--- src/scs_pkg.sv ---
// Package for the system clock source switch: register offsets, field layout, reset values, states.
// Assumes an 8-bit register port with one-cycle read latency.
package scs_pkg;
  // Register offsets
  localparam logic [1:0] SCS_OFF_CTRL = 2'h0;
  localparam logic [1:0] SCS_OFF_STAT = 2'h1;
  localparam logic [1:0] SCS_OFF_TIMER1_CONTROL_REG = 2'h2;
  // Control register field positions
  localparam int SCS_SEL_LSB = 0;
  localparam int SCS_FREQ_LSB = 3;
  localparam int SCS_PLL_BIT = 7;
  // Status register field positions
  localparam int SCS_STS_BIT = 0;
  localparam int SCS_SECONDARY_OSC_READY_BIT = 1;
  localparam int SCS_PLL_READY_FLAG_BIT = 2;
  localparam int SCS_BUSY_BIT = 3;
  // Timer1 control: oscillator enable position
  localparam int SCS_SECONDARY_OSC_ENABLE_BIT = 3;
  // Reset values
  localparam logic [1:0] SCS_SEL_RST = 2'h0;
  localparam logic [3:0] SCS_FREQ_RST = 4'h7;
  // Frequency code that feeds the PLL
  localparam logic [3:0] SCS_FREQ_PLL = 4'he;
  // Stabilise wait in cycles for a source that was off
  localparam int SCS_STAB_CYC = 16;
  // Source encoding
  typedef enum logic [1:0] {
    SCS_SRC_CFG = 2'b00,
    SCS_SRC_SEC = 2'b01,
    SCS_SRC_INT = 2'b10
  } scs_src_t;
  // Switch sequence states
  typedef enum logic [2:0] {
    SCS_ST_IDLE = 3'b000,
    SCS_ST_STAB = 3'b001,
    SCS_ST_FALL = 3'b010,
    SCS_ST_RISE = 3'b011,
    SCS_ST_DONE = 3'b100
  } scs_state_t;
  // Map select field to source: upper bit set means internal
  function automatic scs_src_t scs_decode(input logic [1:0] sel);
    scs_decode = sel[1] ? SCS_SRC_INT : (sel[0] ? SCS_SRC_SEC : SCS_SRC_CFG);
  endfunction : scs_decode
endpackage : scs_pkg

--- src/scs_if.sv ---
// Interface carrying the switch request and status between switch core and top.
// Assumes one clock domain.
`timescale 1ns/1ps
interface scs_if;
  logic req; // Request new source
  logic [1:0] src; // Requested source
  logic [1:0] cur; // Active source
  logic busy; // Sequence running
  logic done; // One-cycle completion pulse
  modport ctl (output req, output src, input cur, input busy, input done);
  modport core (input req, input src, output cur, output busy, output done);
endinterface : scs_if

--- src/scs_seq.sv ---
// Glitch-free switch sequence: stabilise, wait falling old, hold low, wait rising new.
// Assumes clock levels of the sources arrive sampled on the system clock.
`timescale 1ns/1ps
module scs_seq
  import scs_pkg::*;
(
  input wire logic clock,
  input wire logic rst_n,
  scs_if.core sw,
  input wire logic [2:0] src_lvl,
  input wire logic [2:0] src_on,
  output logic gate_low
);
  scs_state_t state_r;
  logic [1:0] cur_r;
  logic [1:0] tgt_r;
  logic [7:0] cnt_r;
  logic [2:0] lvl_d_r;
  logic old_fall;
  logic new_rise;
  // Edge detectors on sampled source levels
  always_ff @(posedge clock) begin
    if (!rst_n) lvl_d_r <= 3'h0;
    else lvl_d_r <= src_lvl;
  end
  assign old_fall = lvl_d_r[cur_r] && !src_lvl[cur_r];
  assign new_rise = !lvl_d_r[tgt_r] && src_lvl[tgt_r];
  always_ff @(posedge clock) begin
    if (!rst_n) begin
      state_r <= SCS_ST_IDLE;
      cur_r <= SCS_SRC_CFG;
      tgt_r <= SCS_SRC_CFG;
      cnt_r <= 8'h00;
    end else begin
      case (state_r)
        SCS_ST_IDLE: begin
          if (sw.req && sw.src != cur_r) begin
            tgt_r <= sw.src;
            cnt_r <= 8'(SCS_STAB_CYC);
            state_r <= src_on[sw.src] ? SCS_ST_FALL : SCS_ST_STAB;
          end
        end
        SCS_ST_STAB: begin
          if (cnt_r > 8'h01) cnt_r <= cnt_r - 8'h01;
          else state_r <= SCS_ST_FALL;
        end
        SCS_ST_FALL: if (old_fall) state_r <= SCS_ST_RISE;
        SCS_ST_RISE: begin
          if (new_rise) begin
            cur_r <= tgt_r;
            state_r <= SCS_ST_DONE;
          end
        end
        SCS_ST_DONE: state_r <= SCS_ST_IDLE;
        default: state_r <= SCS_ST_IDLE;
      endcase
    end
  end
  assign gate_low = (state_r == SCS_ST_RISE);
  assign sw.cur = cur_r;
  assign sw.busy = (state_r != SCS_ST_IDLE);
  assign sw.done = (state_r == SCS_ST_DONE);
  // Checks
  // hold low until rising edge
  chk_gate_hold: assert property (@(posedge clock) disable iff (!rst_n)
    (state_r == SCS_ST_RISE && !new_rise) |=> gate_low) else $error("gate released early");
  chk_same_src: assert property (@(posedge clock) disable iff (!rst_n)
    (state_r == SCS_ST_IDLE && sw.req && sw.src == cur_r) |=> !sw.busy) else $error("switch on same source");
  cov_switch: cover property (@(posedge clock) disable iff (!rst_n) sw.done);
endmodule : scs_seq

--- src/scs_top.sv ---
// Top of the system clock source switch: register port, status flags and glitch-free source mux.
// Assumes source clock levels and readiness inputs are synchronous to clock; register port has one-cycle reads.
`timescale 1ns/1ps
// How it works
// - Select 00 uses configuration-chosen oscillator
// - Select 01 uses secondary crystal oscillator
// - Upper bit set uses internal oscillator
// - Reset clears the select field
// - Automatic switches leave select field alone
// - Start status shows external source running
// - Start status ignores secondary oscillator
// - Secondary oscillator runs only when enabled
// - Ready flag when secondary oscillator usable
// - New clock stabilises before driving system
// - PLL flag follows completed PLL switches
// - Fall old, hold low, rise new
// - Reset frequency select is 0111
// - Same internal source frequency change instant
// - PLL only with select field 00
module scs_top
  import scs_pkg::*;
(
  input wire logic clock,
  input wire logic rst_n,
  input wire logic [1:0] reg_addr,
  input wire logic [7:0] reg_wdata,
  input wire logic reg_wr,
  input wire logic reg_rd,
  output logic [7:0] reg_rdata,
  input wire logic [2:0] config_oscillator_select,
  input wire logic crystal_mode,
  input wire logic start_up_timer_done,
  input wire logic cfg_osc_level,
  input wire logic secondary_osc_level,
  input wire logic secondary_osc_stable,
  input wire logic internal_osc_level,
  input wire logic pll_osc_level,
  input wire logic auto_force_internal,
  output logic secondary_osc_run,
  output logic sys_clk_out,
  output logic [1:0] active_source,
  output logic [3:0] active_freq,
  output logic pll_active
);
  logic [1:0] clock_source_select_r; // Software select field
  logic [3:0] internal_freq_select_r; // Internal frequency select
  logic software_pll_enable_r; // Software PLL enable
  logic secondary_osc_enable_r; // Timer1 oscillator enable
  logic pll_ready_flag_r; // PLL ready status
  logic pll_req; // PLL wanted
  logic [3:0] freq_r; // Active internal frequency
  logic gate_low;
  logic [2:0] src_lvl;
  logic [2:0] src_on;
  logic [1:0] eff_src;
  logic start_timer_status;
  logic secondary_osc_ready;
  logic [7:0] rdata_nxt;
  scs_if sw ();

  // reset clears select field; frequency resets to 0111
  always_ff @(posedge clock) begin
    if (!rst_n) begin
      clock_source_select_r <= SCS_SEL_RST;
      internal_freq_select_r <= SCS_FREQ_RST;
      software_pll_enable_r <= 1'b0;
    end else if (reg_wr && reg_addr == SCS_OFF_CTRL) begin
      clock_source_select_r <= reg_wdata[SCS_SEL_LSB +: 2];
      internal_freq_select_r <= reg_wdata[SCS_FREQ_LSB +: 4];
      software_pll_enable_r <= reg_wdata[SCS_PLL_BIT];
    end
  end

  // Timer1 oscillator enable bit
  always_ff @(posedge clock) begin
    if (!rst_n) secondary_osc_enable_r <= 1'b0;
    else if (reg_wr && reg_addr == SCS_OFF_TIMER1_CONTROL_REG) secondary_osc_enable_r <= reg_wdata[SCS_SECONDARY_OSC_ENABLE_BIT];
  end
  // secondary oscillator runs only when enabled
  assign secondary_osc_run = secondary_osc_enable_r;
  assign secondary_osc_ready = secondary_osc_enable_r && secondary_osc_stable;

  // automatic override acts on source only, never on the select field
  assign eff_src = auto_force_internal ? SCS_SRC_INT : scs_decode(clock_source_select_r);
  assign sw.req = 1'b1;
  assign sw.src = eff_src;

  // Source levels and on states, indexed by source code
  assign src_lvl = {internal_osc_level, secondary_osc_level, cfg_osc_level};
  assign src_on = {1'b1, secondary_osc_ready, start_up_timer_done | ~crystal_mode};

  scs_seq u_seq (
    .clock(clock),
    .rst_n(rst_n),
    .sw(sw.core),
    .src_lvl(src_lvl),
    .src_on(src_on),
    .gate_low(gate_low)
  );

  // same-source frequency change applied at once
  always_ff @(posedge clock) begin
    if (!rst_n) freq_r <= SCS_FREQ_RST;
    else freq_r <= internal_freq_select_r;
  end

  // PLL only with PLL enable, select 00, no automatic override and frequency code SCS_FREQ_PLL
  assign pll_req = software_pll_enable_r && clock_source_select_r == SCS_SEL_RST
                   && !auto_force_internal && internal_freq_select_r == SCS_FREQ_PLL;

  // PLL flag set or cleared on completed switch
  always_ff @(posedge clock) begin
    if (!rst_n) pll_ready_flag_r <= 1'b0;
    else if (!sw.busy && sw.cur == SCS_SRC_CFG && pll_req != pll_ready_flag_r && pll_osc_level == pll_req)
      pll_ready_flag_r <= pll_req;
  end

  // start status: external config source active, timer done in crystal modes
  assign start_timer_status = (sw.cur == SCS_SRC_CFG) && !auto_force_internal
                              && (start_up_timer_done || !crystal_mode);

  always_ff @(posedge clock) begin
    if (!rst_n) sys_clk_out <= 1'b0;
    else if (gate_low) sys_clk_out <= 1'b0;
    else if (pll_ready_flag_r && sw.cur == SCS_SRC_CFG) sys_clk_out <= pll_osc_level;
    else sys_clk_out <= src_lvl[sw.cur];
  end

  // Active source outputs
  always_ff @(posedge clock) begin
    if (!rst_n) begin
      active_source <= SCS_SRC_CFG;
      active_freq <= SCS_FREQ_RST;
      pll_active <= 1'b0;
    end else begin
      active_source <= sw.cur;
      active_freq <= freq_r;
      pll_active <= pll_ready_flag_r;
    end
  end

  // status read-only: no write path to status
  always_comb begin
    rdata_nxt = 8'h00;
    case (reg_addr)
      SCS_OFF_CTRL: rdata_nxt = {software_pll_enable_r, internal_freq_select_r, 1'b0, clock_source_select_r};
      SCS_OFF_STAT: begin
        rdata_nxt[SCS_STS_BIT] = start_timer_status;
        rdata_nxt[SCS_SECONDARY_OSC_READY_BIT] = secondary_osc_ready;
        rdata_nxt[SCS_PLL_READY_FLAG_BIT] = pll_ready_flag_r;
        rdata_nxt[SCS_BUSY_BIT] = sw.busy;
      end
      SCS_OFF_TIMER1_CONTROL_REG: rdata_nxt[SCS_SECONDARY_OSC_ENABLE_BIT] = secondary_osc_enable_r;
      default: rdata_nxt = 8'h00;
    endcase
  end
  // Read data one cycle after strobe, zero otherwise
  always_ff @(posedge clock) begin
    if (!rst_n) reg_rdata <= 8'h00;
    else if (reg_rd) reg_rdata <= rdata_nxt;
    else reg_rdata <= 8'h00;
  end

  // Checks
  // select clear after reset
  chk_sel_reset: assert property (@(posedge clock) !rst_n |=> clock_source_select_r == 2'h0)
    else $error("select not cleared");
  chk_freq_reset: assert property (@(posedge clock) !rst_n |=> internal_freq_select_r == 4'h7)
    else $error("frequency reset wrong");
  chk_auto_keep: assert property (@(posedge clock) disable iff (!rst_n)
    (auto_force_internal && !reg_wr) |=> $stable(clock_source_select_r)) else $error("select changed by override");
  chk_sec_run: assert property (@(posedge clock) disable iff (!rst_n)
    secondary_osc_run == secondary_osc_enable_r) else $error("secondary run mismatch");
  chk_sec_ready: assert property (@(posedge clock) disable iff (!rst_n)
    secondary_osc_ready |-> secondary_osc_enable_r) else $error("ready without enable");
  // PLL flag rises only after select 00
  chk_pll_sel: assert property (@(posedge clock) disable iff (!rst_n)
    $rose(pll_ready_flag_r) |-> $past(clock_source_select_r) == 2'h0) else $error("PLL with bad select");
  chk_stat_ro: assert property (@(posedge clock) disable iff (!rst_n)
    (reg_wr && reg_addr == SCS_OFF_STAT) |=> $stable(pll_ready_flag_r) || !$stable(pll_req))
    else $error("status written");
  chk_int_sel: assert property (@(posedge clock) disable iff (!rst_n)
    sw.done && clock_source_select_r[1] |-> sw.cur == SCS_SRC_INT) else $error("internal not active");
  chk_sts_sec: assert property (@(posedge clock) disable iff (!rst_n)
    sw.cur == SCS_SRC_SEC |-> !start_timer_status) else $error("start status on secondary");
  chk_out_low: assert property (@(posedge clock) disable iff (!rst_n)
    gate_low |=> !sys_clk_out) else $error("output not held low");
  // Read data one cycle only
  chk_rd_zero: assert property (@(posedge clock) disable iff (!rst_n)
    !reg_rd |=> reg_rdata == 8'h00) else $error("read data stuck");
  cov_to_sec: cover property (@(posedge clock) disable iff (!rst_n) sw.done && sw.cur == SCS_SRC_SEC);
  cov_pll_on: cover property (@(posedge clock) disable iff (!rst_n) $rose(pll_ready_flag_r));
  cov_auto: cover property (@(posedge clock) disable iff (!rst_n) $rose(auto_force_internal));
endmodule : scs_top

--- config.mk ---
export PLATFORM = sky130hd
export DESIGN_NAME = scs_top
export DESIGN_NICKNAME = d
export VERILOG_FILES = /design/src/scs_pkg.sv /design/src/scs_if.sv /design/src/scs_seq.sv /design/src/scs_top.sv
export SDC_FILE = /design/constraint.sdc
export NUM_CORES = 1
export LEC_CHECK = 0
export BUFFER_PORTS_ARGS = -buffer_cell sky130_fd_sc_hd__buf_2
export CORE_UTILIZATION = 50
export CTS_BUF_LIST = sky130_fd_sc_hd__clkbuf_4 sky130_fd_sc_hd__clkbuf_8
export DETAILED_ROUTE_END_ITERATION = 8
export GPL_TIMING_DRIVEN = 0
export PLACE_DENSITY = 0.75
export SYNTH_ARGS = -nofsm -noshare
export SYNTH_HDL_FRONTEND = slang
export SYNTH_SLANG_ARGS = --single-unit
--- constraint.sdc ---
create_clock -name clock -period 2.11 [get_ports clock]
set_clock_uncertainty 0.1 [all_clocks]
set_input_delay 0.633 -clock clock [delete_from_list [all_inputs] [get_ports clock]]
set_output_delay 0.633 -clock clock [all_outputs]
set_load 0.02 [all_outputs]
==> reports/qor.tcl <==
set qor(post-route-worst-setup-slack_ps) 217
set qor(syn-mean-instance-area_um2) 9.08
set qor(total_power_mw) 2.09
set qor(yosys.area_share.adder) 0.0125
set qor(gr-usage-met1) 0.282
set qor(synth.yosys.seq_area_share) 0.471
set qor(cts_post_setup_buffers_inserted) 0
set qor(layout-drive-gt1-share) 0.216
set qor(drv_cap) 0
set qor(grt_setup_unrepaired) {no}
set qor(overflow) 0
set qor(detailedRoute.firstIterationViolations) 97
set qor(number_of_nets_in_the_layout) 290
set qor(mappedNetlistNets) 247
set qor(finalWorstPathRequiredPeriod_ps) 1890
set qor(cts.sink_count) 47
set qor(cts.reportedPaths.clkPinSlew_ps) 90
set qor(ir_drop_uv) 507
set qor(timing.critical_path.from_type) {input port}
set qor(syn-instance-count) 220
set qor(final_cell_mix) {47 x sky130_fd_sc_hd__dfxtp_1, 37 x sky130_fd_sc_hd__buf_2, 27 x sky130_fd_sc_hd__nor2_1}
set qor(finalInstanceArea_um2) 2340
set qor(power_leakage_nw) 0.956
set qor(power_density_cells_nw_per_um2) 892
set qor(synthesized_area_um2) 2000
set qor(grt_first_pass_wirelength_um) 7040
set qor(critPathMaxFanout) 7
set qor(post_drt_wl_per_cell_um) 13.7
set qor(top_level_ports) 42
set qor(gr-usage-all-layers) 0.221
set qor(route.detailed.vias_per_inst) 5.44
set qor(postLayoutCoreUtil) 0.626
set qor(gr-usage-met3) 0.0417
set qor(cts_max_path_buffers) 2
set qor(dpl_cell_area_um2) 2240
set qor(pre_cts_slack_ps) -93.9
set qor(holdBufCountCts) 0
set qor(critical_path.endpoint_type) {flop}
set qor(antenna-diode-count) 0
set qor(dp.final_hpwl_um) 3120
set qor(synth.lib_cells_used.distinct) 51
set qor(initial_antenna_violation_count) 0
set qor(slowest_stage) {sky130_fd_sc_hd__or3_1}
set qor(placeable_area_um2) 3740
set qor(synth-edff-count) 0
set qor(cpPeakStageDelay_ps) 350
set qor(pwr-share-seq) 0.484
set qor(clk_latency_ps) 300
set qor(final-hold-violation-count) 0
set qor(sw_frac_of_total) 0.307
set qor(area_of_the_die_um2) 4250
set qor(outcome) {complete, no violations}
set qor(synth_top_flop_cell) {sky130_fd_sc_hd__dfxtp_1}
set qor(grt.busiest_layer) {met2}
set qor(globalplace.congestion) 0.822
set qor(detail_route.drc_violations) 0
set qor(grt_max_degree) 15
set qor(max_slew_margin) 0.622
set qor(crit_arrival_ps) 2030
set qor(worstHoldPathType) {flop to flop}
set qor(critical-path-top-delay-family) {simple AND/OR/NAND/NOR gates}
set qor(synth.ff_latch_count) 47
set qor(yosys.area_share.simple) 0.257
set qor(max_freq_mhz) 528
set qor(crit_buf_inv) 2
set qor(row_count) 22
set qor(synth_xor_area_frac) 0.0175
set qor(num_vias) 1696
set qor(die_w_um) 65.2
set qor(setup_total_negative_slack_ps) 0
set qor(p_int_mw) 1.45
set qor(layoutNonFillerInstCount) 312
set qor(antenna_violating_nets_left) 0
set qor(grt_pass1_vias) 1562
set qor(root_buffer) {sky130_fd_sc_hd__clkbuf_8}
set qor(synth.mux.area_fraction) 0.0607
set qor(synth_top_family_by_area) {simple AND/OR/NAND/NOR gates}
set qor(tritoncts.num_buffers) 5
set qor(hold_ws_ps) 313
set qor(yosysWarningCount) 0
set qor(criticalPathCategory) {input port to flop}
set qor(worst-slew-pin-transition_ps) 563
set qor(report.final.slew_viol_count) 0
set qor(critical_path.cell_chain) {buf_2 -> or2_1 -> buf_6 -> a22o_4 -> nand2b_4 -> or3_1 -> a21oi_2}
set qor(post_cts_resize_count) 0
set qor(cts_tree) {yes}
set qor(groute.layer.met2.usage) 0.353
set qor(starting_density_of_the_core) 0.534
set qor(combinationalPowerShare) 0.231
set qor(synthArstFlopShare) 0
set qor(dieHeight_um) 65.2
set qor(worst_ep_required_time_ps) 2250
set qor(final_common_cell) {sky130_fd_sc_hd__dfxtp_1}
set qor(synth-compound-area-share) 0.145
set qor(flow.area_growth_from_synthesis_pct) 17.2
set qor(ctsHtreeMaxLevel) 2
set qor(numPortBuffers) 36
set qor(finalSetupViolCount) 0
set qor(detailedRoute.firstPassIterationCount) 4
set qor(dp_cells) 304
set qor(fin_crit_sh) 0.897
set qor(drt-total-wl_um) 4260
set qor(clockPowerShare) 0.285
set qor(netSwitchingPower_mw) 0.641
[power by group through the flow]
stage	logic [mW]	registers [mW]	clock network (mW)
detailed placement	0.476	1.03	0
global placement	0.467	1.03	0
floorplan	0.364	1.02	0
global route	0.543	1.02	0.644
CTS	0.479	1.01	0.610
finish	0.482	1.01	0.596
[worst register-to-register path: cells and delay by family, from the launching register on]
family | cells | cell delay [ps]
flops | 1 | 400
fa+ha+maj | 1 | 240
mux | 1 | 130
buf+inv | 1 | 80
simple gates | 2 | 360
compound gates | 2 | 460
[flip-flops by register name, summed over array words and instances (netlist names)]
| name | flops |
|---|---|
| active_freq | 4 |
| software_pll_enable_r | 1 |
| clock_source_select_r | 2 |
| secondary_osc_run | 1 |
| sys_clk_out | 1 |
| pll_ready_flag_r | 1 |
| internal_freq_select_r | 4 |
| u_seq.lvl_d_r | 3 |
| u_seq.tgt_r | 2 |
| u_seq.sw.cur | 2 |
| active_source | 2 |
| reg_rdata | 8 |
| u_seq.state_r | 3 |
| freq_r | 4 |
| u_seq.cnt_r | 8 |
| pll_active | 1 |
[metal layers]
metal / vias to the layer above / wire (um)
met5: - / 0
li1: 856 / -
met1: 788 / 2050
met3: 8 / 188
met4: 0 / 88
met2: 44 / 1930
[cells by family after synthesis]
group	after synthesis
xor+xnor	4
simple gates	98
buf+inv	17
flops	47
mux	12
compound gates	40
fa+ha+maj	2
[worst paths after layout]
path	to	slack (ps)	startpoint	cells after the start
setup reg to reg	u_seq.cnt_r[3]	240	u_seq.cnt_r[0]	7
hold reg to reg	active_freq[1]	310	freq_r[1]	1
setup / recovery	u_seq.tgt_r[0]	220	auto_force_internal	7
hold / removal	active_freq[1]	310	freq_r[1]	1
[cells in the mapped netlist, types with 3 or more instances]
master	count	area [um2]
sky130_fd_sc_hd__or2_2	4	25.0
sky130_fd_sc_hd__inv_1	8	30.0
sky130_fd_sc_hd__or3_1	3	18.8
sky130_fd_sc_hd__and2_1	12	75.1
sky130_fd_sc_hd__o21ai_0	5	25.0
sky130_fd_sc_hd__nor2_1	27	101
sky130_fd_sc_hd__clkbuf_1	5	18.8
sky130_fd_sc_hd__a21oi_1	10	50.1
sky130_fd_sc_hd__nand2b_1	8	50.1
sky130_fd_sc_hd__nand2_1	15	56.3
sky130_fd_sc_hd__nor2b_1	4	25.0
sky130_fd_sc_hd__dfxtp_1	47	941
sky130_fd_sc_hd__nand3_1	4	20.0
sky130_fd_sc_hd__mux2i_1	11	110
sky130_fd_sc_hd__xnor2_1	3	26.3
sky130_fd_sc_hd__nor3_1	7	35.0
[layout make-up]
class                           count  area, um2
Multi-Input combinational cell    156        985
Buffer                              9       42.5
Tap cell                           48       60.1
Fill cell                         357       1400
Sequential cell                    47        941
Clock inverter                      1       7.51
Clock buffer                        7       96.3
Inverter                            8       30.0
Timing Repair Buffer               36        180
Power figures use the tool's default switching activity.
